`config.mk`:
```
export PLATFORM = sky130hd
export DESIGN_NAME = clock_gen_regs
export DESIGN_NICKNAME = d
export VERILOG_FILES = /design/src/hdl/pin_sync.v /design/src/hdl/output_gate.v /design/src/hdl/clock_gen_regs.v
export VERILOG_INCLUDE_DIRS = /design/src /design/src/hdl
export SDC_FILE = /design/constraint.sdc
export NUM_CORES = 1
export LEC_CHECK = 0
export BUFFER_PORTS_ARGS = -buffer_cell sky130_fd_sc_hd__buf_2
export CAP_MARGIN = 10
export CORE_ASPECT_RATIO = 1.5
export CORE_MARGIN = 2
export CORE_UTILIZATION = 43
export DETAILED_ROUTE_END_ITERATION = 16
export GPL_ROUTABILITY_DRIVEN = 0
export PLACE_DENSITY = 0.72
export SYNTH_ARGS = -nofsm -noshare
export SYNTH_HDL_FRONTEND = slang
export SYNTH_HIERARCHICAL = 1
export SYNTH_SLANG_ARGS = --single-unit
export TNS_END_PERCENT = 20
```
`constraint.sdc`:
```
create_clock -name clock_i -period 2.32 [get_ports clock_i]
set_input_delay 0.116 -clock clock_i [delete_from_list [all_inputs] [get_ports clock_i]]
set_output_delay 0.116 -clock clock_i [all_outputs]
set_load 0.02 [all_outputs]
```
`src/hdl/clock_gen_defs.vh`:
```
// register map, reset values and field positions of the clock generator control bank
// included by the register bank file only; holds only defines
`ifndef CLOCK_GEN_DEFS_VH
`define CLOCK_GEN_DEFS_VH
`define REG_SPARE 3'h0
`define REG_GATE_LO 3'h1
`define REG_GATE_HI 3'h2
`define REG_REVMAKER 3'h3
`define REG_LENGTH 3'h4
`define REG_SWING 3'h5
`define REG_COUNT 6
`define RST_SPARE 8'h00
`define RST_GATE_LO 8'h15
`define RST_GATE_HI 8'he0
`define RST_LENGTH 8'h06
`define RST_SWING 8'hd8
`define BIT_OUT0 4
`define BIT_OUT1 2
`define BIT_OUT2 0
`define BIT_OUT3 7
`define BIT_OUT4 6
`define BIT_OUT5 5
`define BIT_SWING_SEL 7
`define SWING_CODE_HI 6
`define SWING_CODE_LO 4
`define SLAVE_ADDR 7'h6b
`define SWING_BASE_MV 10'd300
`define SWING_STEP_MV 10'd100
`define SWING_DEFAULT_MV 10'd700
`define OUT_DIV_HALF 2'h1
`endif

```
`src/hdl/pin_sync.v`:
```
// three-flop synchroniser with agreement filter for one asynchronous pin
// assumes clock_i is the block clock; reset value chosen by the instance
`timescale 1ns/1ps
module pin_sync #(
    parameter RESET_VAL = 1'b0
) (
    input wire clock_i, // block clock
    input wire resetn_i, // async reset, active low
    input wire pin_i, // raw asynchronous pin
    output reg level_o // filtered level
);
    reg s1_q;
    reg s2_q;
    reg s3_q;
    // first flop feeds only the second; change counts once second and third agree
    always @(posedge clock_i or negedge resetn_i) begin
        if (!resetn_i) begin
            s1_q <= RESET_VAL;
            s2_q <= RESET_VAL;
            s3_q <= RESET_VAL;
            level_o <= RESET_VAL;
        end else begin
            s1_q <= pin_i;
            s2_q <= s1_q;
            s3_q <= s2_q;
            if (s2_q == s3_q) begin
                level_o <= s3_q;
            end
        end
    end
endmodule

```
`src/hdl/output_gate.v`:
```
// one gated clock output: stops low and restarts only at a cycle boundary
// assumes src_clk_i is a free-running divided clock level in the clock_i domain
`timescale 1ns/1ps
module output_gate (
    input wire clock_i, // block clock
    input wire resetn_i, // async reset, active low
    input wire src_clk_i, // ungated output clock level
    input wire enable_i, // combined pin and register enable
    output reg clk_o, // gated output clock
    output reg running_o // output currently running
);
    // run state only changes while the source is low, so no pulse is cut or stretched
    always @(posedge clock_i or negedge resetn_i) begin
        if (!resetn_i) begin
            running_o <= 1'b0;
            clk_o <= 1'b0;
        end else begin
            if (!src_clk_i) begin
                running_o <= enable_i;
            end
            clk_o <= src_clk_i & (src_clk_i ? running_o : enable_i);
        end
    end
endmodule

```
`src/hdl/clock_gen_regs.v`:
```
// control register bank with smbus byte-read/byte-write slave and six gated outputs
// assumes scl/sda arrive asynchronously and are oversampled by clock_i;
// sda is open-drain: the device pulls low by raising sda_oe_o
`timescale 1ns/1ps
`include "clock_gen_defs.vh"
module clock_gen_regs #(
    parameter [3:0] REVISION_CODE = 4'h1, // arbitrary value
    parameter [3:0] MAKER_CODE = 4'h5 // arbitrary value
) (
    input wire clock_i, // 250 MHz block clock
    input wire resetn_i, // async reset, active low (power-up)
    input wire scl_i, // serial clock pin
    input wire sda_i, // serial data pin level
    output reg sda_o, // serial data drive value, always 0
    output reg sda_oe_o, // high while pulling sda low
    input wire [5:0] gate_pin_i, // per-output gate pins, bit n for output n
    input wire spread_request_pin_i, // spread request pin
    output reg [5:0] clock_out_o, // gated clock outputs
    output reg [5:0] out_running_o, // output n running
    output reg spread_enable_o, // -0.5% spread active
    output reg swing_coded_o, // coded swing in use
    output reg [9:0] swing_mv_o // selected amplitude in mV
);
    localparam ST_IDLE = 6'b000001;
    localparam ST_ADDR = 6'b000010;
    localparam ST_ACK = 6'b000100;
    localparam ST_CMD = 6'b001000;
    localparam ST_WDATA = 6'b010000;
    localparam ST_RDATA = 6'b100000;

    // byte storage, reserved bits kept as written
    reg [7:0] spare_control_byte_q;
    reg [7:0] output_gate_low_group_q;
    reg [7:0] output_gate_high_group_q;
    reg [7:0] revision_and_maker_code_q;
    reg [7:0] transfer_length_q;
    reg [7:0] output_swing_control_q;

    wire scl_s;
    wire sda_s;
    wire spread_s;
    wire [5:0] gate_s;
    reg scl_prev_q;
    reg sda_prev_q;
    reg [5:0] state_q;
    reg [5:0] after_ack_q; // state to enter after the ack slot
    reg [3:0] bit_cnt_q;
    reg [7:0] shift_q;
    reg [2:0] index_q;
    reg is_read_q;
    reg cmd_seen_q;
    reg ack_drive_q;
    reg [1:0] div_q;
    reg src_clk_q;
    wire [5:0] gate_reg;
    wire [5:0] run_w;
    wire [5:0] clk_w;
    wire scl_rise = scl_s & ~scl_prev_q;
    wire scl_fall = ~scl_s & scl_prev_q;
    wire start_cond = scl_s & sda_prev_q & ~sda_s;
    wire stop_cond = scl_s & ~sda_prev_q & sda_s;

    // read mux over the byte index
    function [7:0] read_byte;
        input [2:0] idx;
        begin
            case (idx)
                `REG_SPARE: read_byte = spare_control_byte_q;
                `REG_GATE_LO: read_byte = output_gate_low_group_q;
                `REG_GATE_HI: read_byte = output_gate_high_group_q;
                `REG_REVMAKER: read_byte = revision_and_maker_code_q;
                `REG_LENGTH: read_byte = transfer_length_q;
                `REG_SWING: read_byte = output_swing_control_q;
                default: read_byte = 8'h00;
            endcase
        end
    endfunction

    // swing code to millivolts, linear steps
    function [9:0] code_to_mv;
        input [2:0] code;
        begin
            code_to_mv = `SWING_BASE_MV + `SWING_STEP_MV * {7'h00, code};
        end
    endfunction

    // pins are asynchronous; gate pins idle high, spread pin idles low
    // scl idles high, so its filter resets high: no false rising edge after reset
    pin_sync #(.RESET_VAL(1'b1)) u_scl (.clock_i(clock_i), .resetn_i(resetn_i),
        .pin_i(scl_i), .level_o(scl_s));
    pin_sync #(.RESET_VAL(1'b1)) u_sda (.clock_i(clock_i), .resetn_i(resetn_i),
        .pin_i(sda_i), .level_o(sda_s));
    pin_sync #(.RESET_VAL(1'b0)) u_spread (.clock_i(clock_i), .resetn_i(resetn_i),
        .pin_i(spread_request_pin_i), .level_o(spread_s));

    genvar g;
    generate
        for (g = 0; g < 6; g = g + 1) begin : gate_lane
            pin_sync #(.RESET_VAL(1'b1)) u_gate (.clock_i(clock_i), .resetn_i(resetn_i),
                .pin_i(gate_pin_i[g]), .level_o(gate_s[g]));
            output_gate u_out (.clock_i(clock_i), .resetn_i(resetn_i),
                .src_clk_i(src_clk_q), .enable_i(gate_s[g] & gate_reg[g]),
                .clk_o(clk_w[g]), .running_o(run_w[g]));
        end
    endgenerate

    assign gate_reg = {output_gate_high_group_q[`BIT_OUT5],
                       output_gate_high_group_q[`BIT_OUT4],
                       output_gate_high_group_q[`BIT_OUT3],
                       output_gate_low_group_q[`BIT_OUT2],
                       output_gate_low_group_q[`BIT_OUT1],
                       output_gate_low_group_q[`BIT_OUT0]};

    // free-running source clock: clock_i divided by 2*(OUT_DIV_HALF+1)
    always @(posedge clock_i or negedge resetn_i) begin
        if (!resetn_i) begin
            div_q <= 2'h0;
            src_clk_q <= 1'b0;
        end else if (div_q == `OUT_DIV_HALF) begin
            div_q <= 2'h0;
            src_clk_q <= ~src_clk_q;
        end else begin
            div_q <= div_q + 2'h1;
        end
    end

    // serial slave: byte write and byte read with repeated start
    always @(posedge clock_i or negedge resetn_i) begin
        if (!resetn_i) begin
            spare_control_byte_q <= `RST_SPARE;
            output_gate_low_group_q <= `RST_GATE_LO;
            output_gate_high_group_q <= `RST_GATE_HI;
            revision_and_maker_code_q <= 8'h00;
            transfer_length_q <= `RST_LENGTH;
            output_swing_control_q <= `RST_SWING;
            scl_prev_q <= 1'b1;
            sda_prev_q <= 1'b1;
            state_q <= ST_IDLE;
            after_ack_q <= ST_IDLE;
            bit_cnt_q <= 4'h0;
            shift_q <= 8'h00;
            index_q <= 3'h0;
            is_read_q <= 1'b0;
            cmd_seen_q <= 1'b0;
            ack_drive_q <= 1'b0;
        end else begin
            scl_prev_q <= scl_s;
            sda_prev_q <= sda_s;
            // identity nibbles are fixed by the build, not by writes
            revision_and_maker_code_q <= {REVISION_CODE, MAKER_CODE};
            if (stop_cond) begin
                state_q <= ST_IDLE;
                ack_drive_q <= 1'b0;
                cmd_seen_q <= 1'b0;
            end else if (start_cond) begin
                state_q <= ST_ADDR; // repeated start keeps the indexed byte
                bit_cnt_q <= 4'h0;
                ack_drive_q <= 1'b0;
            end else begin
                case (state_q)
                    ST_IDLE: begin
                        ack_drive_q <= 1'b0;
                    end
                    ST_ADDR, ST_CMD, ST_WDATA: begin
                        if (scl_rise) begin
                            shift_q <= {shift_q[6:0], sda_s};
                            bit_cnt_q <= bit_cnt_q + 4'h1;
                        end else if (scl_fall && bit_cnt_q == 4'h8) begin
                            bit_cnt_q <= 4'h0;
                            if (state_q == ST_ADDR) begin
                                if (shift_q[7:1] == `SLAVE_ADDR) begin
                                    ack_drive_q <= 1'b1;
                                    is_read_q <= shift_q[0];
                                    state_q <= ST_ACK;
                                    after_ack_q <= shift_q[0] ? ST_RDATA : ST_CMD;
                                    if (shift_q[0]) begin
                                        shift_q <= read_byte(index_q);
                                    end
                                end else begin
                                    state_q <= ST_IDLE;
                                end
                            end else if (state_q == ST_CMD) begin
                                index_q <= shift_q[2:0];
                                cmd_seen_q <= 1'b1;
                                ack_drive_q <= 1'b1;
                                state_q <= ST_ACK;
                                after_ack_q <= ST_WDATA;
                            end else begin
                                // every bit stored as written, reserved ones too
                                case (index_q)
                                    `REG_SPARE: spare_control_byte_q <= shift_q;
                                    `REG_GATE_LO: output_gate_low_group_q <= shift_q;
                                    `REG_GATE_HI: output_gate_high_group_q <= shift_q;
                                    `REG_LENGTH: transfer_length_q <= shift_q;
                                    `REG_SWING: output_swing_control_q <= shift_q;
                                    default: ;
                                endcase
                                ack_drive_q <= 1'b1;
                                state_q <= ST_ACK;
                                after_ack_q <= ST_IDLE;
                            end
                        end
                    end
                    ST_ACK: begin
                        if (scl_fall) begin
                            ack_drive_q <= 1'b0;
                            state_q <= after_ack_q;
                            if (after_ack_q == ST_RDATA) begin
                                ack_drive_q <= ~shift_q[7];
                            end
                        end
                    end
                    ST_RDATA: begin
                        // one byte then host nacks and stops
                        if (scl_fall) begin
                            bit_cnt_q <= bit_cnt_q + 4'h1;
                            shift_q <= {shift_q[6:0], 1'b0};
                            if (bit_cnt_q == 4'h7) begin
                                ack_drive_q <= 1'b0;
                                state_q <= ST_IDLE;
                            end else begin
                                ack_drive_q <= ~shift_q[6];
                            end
                        end
                    end
                    default: state_q <= ST_IDLE;
                endcase
            end
        end
    end

    // outputs registered; swing selection follows the stored byte, spread follows the spread pin
    always @(posedge clock_i or negedge resetn_i) begin
        if (!resetn_i) begin
            sda_o <= 1'b0;
            sda_oe_o <= 1'b0;
            clock_out_o <= 6'h00;
            out_running_o <= 6'h00;
            spread_enable_o <= 1'b0;
            swing_coded_o <= 1'b0;
            swing_mv_o <= `SWING_DEFAULT_MV;
        end else begin
            sda_o <= 1'b0;
            sda_oe_o <= ack_drive_q;
            clock_out_o <= clk_w;
            out_running_o <= run_w;
            spread_enable_o <= spread_s;
            swing_coded_o <= output_swing_control_q[`BIT_SWING_SEL];
            swing_mv_o <= output_swing_control_q[`BIT_SWING_SEL] ?
                code_to_mv(output_swing_control_q[`SWING_CODE_HI:`SWING_CODE_LO]) :
                `SWING_DEFAULT_MV;
        end
    end
endmodule

```
Word level (Yosys, flattened, before mapping)
Index checks and enable logic that the tools add are counted.
Operators by class
  $add $sub $neg: 3
  multipliers: 1
  div/mod/pow operators: 0
  magnitude comparators: 0
  equal/unequal tests: 40
  shift-type cells: 0
  multiplexer cells: 46
  bitwise logic cells: 30
  reductions and logical operators: 18
Operators by type and width (number)
  2-to-1 mux 6 bit: 11
  2-to-1 mux 8 bit: 6
  case mux 8 bit (6 select lines): 1
  AND reduction 8 bit: 6
  inequality test 4 bit (second input constant): 6
  case mux 6 bit (4 select lines): 1
  AND 1 bit: 18
  inequality test 3 bit (second input constant): 6
  AND reduction 6 bit: 3
  2-to-1 mux 1 bit: 16
  2-to-1 mux 4 bit: 4
  case mux 8 bit (2 select lines): 1
  AND reduction 7 bit: 2
  == test 6 bit (second input constant): 2
  NOT 1 bit: 12
  adder 9 x 10 -> 10 bit (first input constant): 1
  2-to-1 mux 10 bit: 1
  == test 1 bit: 9
  multiplier 5 x 3 -> 8 bit (first input constant): 1
  case mux 4 bit (2 select lines): 1
  == test 7 bit (second input constant): 1
  == test 3 x 2 -> 1 bit (second input constant): 2
  == test 3 bit (second input constant): 2
  == test 6 x 1 -> 1 bit (second input constant): 1
  other kinds (24): 24
Storage, ports and cells
  register bits after elaboration: 147
  bits in latches: 0
  RAM bits: 0
  memory bits (read-only): 0
  word-level logic and storage cells: 209
  memories kept: 0

Longest topological paths before layout
  word-level depth: 8
  gate-level depth with buffers: 8
  depth with buffers taken out: 8

Cells and area by module
The synthesis kept the hierarchy.
By module, submodules not included
  clock_gen_regs: instances 1, cells each 393, area each 4712.0 sq um, sequential area each 2404.8 sq um
  pin_sync at gate_lane[0].u_gate ...: instances 8, cells each 5, area each 116.4 sq um, sequential area each 105.1 sq um
  output_gate: instances 6, cells each 4, area each 72.6 sq um, sequential area each 50.0 sq um
  pin_sync at u_spread: instances 1, cells each 5, area each 111.4 sq um, sequential area each 100.1 sq um

Least setup slack after synthesis
No wires, ideal clock.
  path type: register -> register
  from: reg bit_cnt_q[0]
  to: reg output_gate_low_group_q[1]
  library setup time: 0.125 ns
  data arrival time: 2.029 ns
  required time: 2.195 ns
  path slack: 0.165 ns
  cell stages (with the launch flop): 9
  buffers on the path: 1
  clock period less this slack: 2.155 ns
  path through: dfrtp_1 > inv_1 > ha_1 > and4bb_2 > and2_1 > nand4_4 > or4_1 > buf_6 > mux2_4
On the way
  cells in the longest elaborated chain, start to end: 3
RTL lines
  start, declared: line clock_gen_regs.v:47  | reg [3:0] bit_cnt_q;
  start signal, assigned: line clock_gen_regs.v:167  | bit_cnt_q <= bit_cnt_q + 4'h1;
  start signal, assigned: line clock_gen_regs.v:216  | bit_cnt_q <= bit_cnt_q + 4'h1;
  == test 4 bit: line clock_gen_regs.v:168  | end else if (scl_fall && bit_cnt_q == 4'h8) begin
  logical AND 1 bit: line clock_gen_regs.v:168
  AND reduction 8 bit (no line)
  end signal, assigned: line clock_gen_regs.v:131  | output_gate_low_group_q <= `RST_GATE_LO;
  end signal, assigned: line clock_gen_regs.v:192  | `REG_GATE_LO: output_gate_low_group_q <= shift_q;
  end, declared: line clock_gen_regs.v:33  | reg [7:0] output_gate_low_group_q;
Every way passes these cells.
A chain may end at the register's enable or synchronous reset.

Final worst setup path
  from: reg state_q[2]
  to: reg output_gate_low_group_q[1]
On the way
  cells in the longest elaborated chain, start to end: 3
RTL lines
  start, declared: line clock_gen_regs.v:45  | reg [5:0] state_q;
  start signal, assigned: line clock_gen_regs.v:207  | state_q <= after_ack_q;
  == test 6 x 2 -> 1 bit (tied with other cells): line clock_gen_regs.v:160, clock_gen_regs.v:170
  OR reduction 3 bit or NOT 1 bit (tied branches)
  AND reduction 8 bit (no line) (*)
Mark *: on every way between the ends. The rest lies on a longest branch, timed or not.

==> qor.txt <==
Final setup vio count: 0
Power Density: 806 nW/µm²
GRT overflow: 0
Most common cell after layout, fill and taps aside: dfrtp_1
Fin crit period: 2.22 ns
Share of post-route cells with drive strength above 1: 44.6%
Vias/cell: 5.27
Startpoint Class: flop
Peak supply drop: 0.000433 V
# rows: 53
Largest net degree at the start of global routing: 57
Max Clock Freq: 451 MHz
Critical Path AT: 2.52 ns
Drt wl/cell: 16.8 µm
Commonest cells after routing, fill and taps aside: dfrtp_1 (89), dfstp_2 (54), mux2_2 (42)
Syn Area/Cell: 13.4 µm²
Nets: 561
Crit share post-route: 95.7%
Status: complete, no violations
Max Transition Viols Final: 0
Gr usage total: 17.7%
Final hold viol count: 0
Synthesized area: 6190 µm²
Kind of critical path: reg -> reg
Vias in the first global route: 4105
Max transition margin: 54.7%
Die height: 151 µm
Worst EP required: 2.62 ns
Sum of negative setup slack: 0 ns
DP HPWL: 8.57 mm
Via count: 3916
Hold Crit Class: in -> async
Die area: 15400 µm²
Drt drc: 0
Slowest cell on crit path: dfrtp_1
Crit-path leading delay family: simple AND/OR/NAND/NOR gates
I/O Buffers: 33
Placed insts: 700
Number of antenna violations at the first check in global routing: 0
# IOs: 37
WP buf/inv: 1
Non-filler cells, final: 743
Area growth, synth to finish: 20.0%
Critical path cell sequence: nor3_4 > o211a_4 > nand4_4 > or4_1 > buf_4 > mux2_4
Synth cell types: 68
CTS tree: yes
Worst R2R Setup Slack: 0.10 ns
Pre-antenna DRT Iters: 5
Diode count: 0
CP max FO: 8
Overall power: 5.99 mW
Initial core utilization: 44.0%
CTS max path bufs: 2
Synth Instances: 462
Reg clk slew, reported paths: 0.06 ns
Clk_lat worst skew: 0.41 ns
Post-synth EDFFs: 0
Drt first-iter violations: 174
Total core area: 14100 µm²
CP Capture Type: flop
Clk sinks: 143
Unrepaired setup endpoints after global routing: false
Slew at the pin closest to its max-slew limit: 0.679 ns
Register area share after synthesis: 58.9%
Number of CTS-inserted buffers: 17
First-pass GRT wire length: 20.6 mm
Max incr delay on CP: 0.48 ns
Total wire length: 12.5 mm
Static Leakage: 3.42 nW
Clock Tree Root: clkbuf_16
Ys flop type: dfrtp_1
Async set-reset flop share out of synthesis: 100%
Max cap viols: 0
Yosys warns: 6
Yosys reg bits: 143
Final ANT Viol Nets: 0
Die Width: 102 µm
# H-tree levels: 4
Fin Clk Skew: 0.0112 ns
## power breakdown
group	internal [mW]	total (mW)	leakage, nW	switching [mW]
Combinational	0.250	0.614	1.35	0.364
Clock	1.59	2.62	0.277	1.04
Sequential	2.64	2.75	1.79	0.113
## routing by layer
| layer | share of wire (%) | up-vias | global-route usage [%] |
|---|---|---|---|
| met2 | 54 | 93 | 31.1 |
| met1 | 40 | 1994 | 19.9 |
| met5 | 0 | - | 0 |
| li1 | - | 1798 | - |
| met4 | 3.3 | 0 | 9.00 |
| met3 | 2.6 | 31 | 4.11 |
## worst paths after layout
check / from / endpoint / cells past startpoint
setup / recovery: state_q[2]$_DFFE_PN0P_ / output_gate_low_group_q[1]$_DFFE_PN0P_ / 6
hold / removal: resetn_i / spare_control_byte_q[7]$_DFFE_PN0P_ / 2
setup reg to reg: state_q[2]$_DFFE_PN0P_ / output_gate_low_group_q[1]$_DFFE_PN0P_ / 6
hold reg to reg: gate_lane[5].u_out/clk_o$_DFF_PN0_ / clock_out_o[5]$_DFF_PN0_ / 0
max in group asynchronous: resetn_i / gate_lane[1].u_gate/s3_q$_DFF_PN1_ / 3
min in group clock_i: gate_lane[5].u_out/clk_o$_DFF_PN0_ / clock_out_o[5]$_DFF_PN0_ / 0
## state kept, by name, summed over array words and instances (netlist names), 2 cells and up
signal                     count
after_ack_q                    4
bit_cnt_q                      4
clock_out_o                    6
div_q                          2
gate_lane.u_gate/level_o       6
gate_lane.u_gate/s1_q          6
gate_lane.u_gate/s2_q          6
gate_lane.u_gate/s3_q          6
gate_lane.u_out/clk_o          6
gate_lane.u_out/running_o      6
index_q                        3
out_running_o                  6
output_gate_high_group_q       8
output_gate_low_group_q        8
output_swing_control_q         8
shift_q                        8
spare_control_byte_q           8
state_q                        6
swing_mv_o                     8
transfer_length_q              8
## logic make-up (layout without fill, tap and decap cells)
group,Yosys count,after routing,synth area share (%)
muxes,73,73,14.4
and+or+nand+nor,98,98,9.28
buffers and inverters,38,125,2.95
DFF,143,143,58.9
xor gates and xnor gates,7,7,1.11
other,2,4,0.121
AOI/OAI and AO/OA,80,80,9.14
adders and majority gates,21,21,4.06
## stage by stage
step	hold WS [ns]	area [µm²]	util [%]	setup WS, ns
2_1_floorplan	-0.180	6200	-	0.165
3_3_place_gp	0.117	6740	47.9	0.114
3_5_place_dp	0.124	6740	47.9	0.0426
4_1_cts	0.242	7410	52.7	0.0252
5_1_grt	0.284	7430	52.8	0.0123
6_report	0.235	7430	52.8	0.101
## repair_timing
action | in CTS | in global routing
hold buffers | 10 | 0
endpoints found under the hold margin | 36 | 0
gates resized for setup | 0 | 2
setup buffers | 0 | 1
endpoints found under the setup margin | 0 | 22
## synthesized netlist by cell type, drive strengths merged, types with 7 or more instances
library cell | number | area [µm²]
inv | 18 | 67.6
dfstp | 54 | 1420
maj3 | 9 | 101
nand2 | 22 | 82.6
dfrtp | 89 | 2230
o21ai | 21 | 109
a22oi | 7 | 52.6
ha | 12 | 150
clkbuf | 9 | 33.8
buf | 11 | 81.3
a21oi | 9 | 45.0
mux2i | 9 | 90.1
nor2b | 7 | 43.8
nor2 | 19 | 78.8
and2 | 14 | 95.1
mux2 | 64 | 803
## final cells by class
cell class                      instances  area (µm²)
Tap cell                              192         240
Sequential cell                       143        3650
Multi-Input combinational cell        283        2370
Clock inverter                         13         143
Inverter                               18        67.6
Timing Repair Buffer                   75         528
Fill cell                            1195        6630
Clock buffer                           19         433
Note: power is estimated with default switching activity, not from simulation.
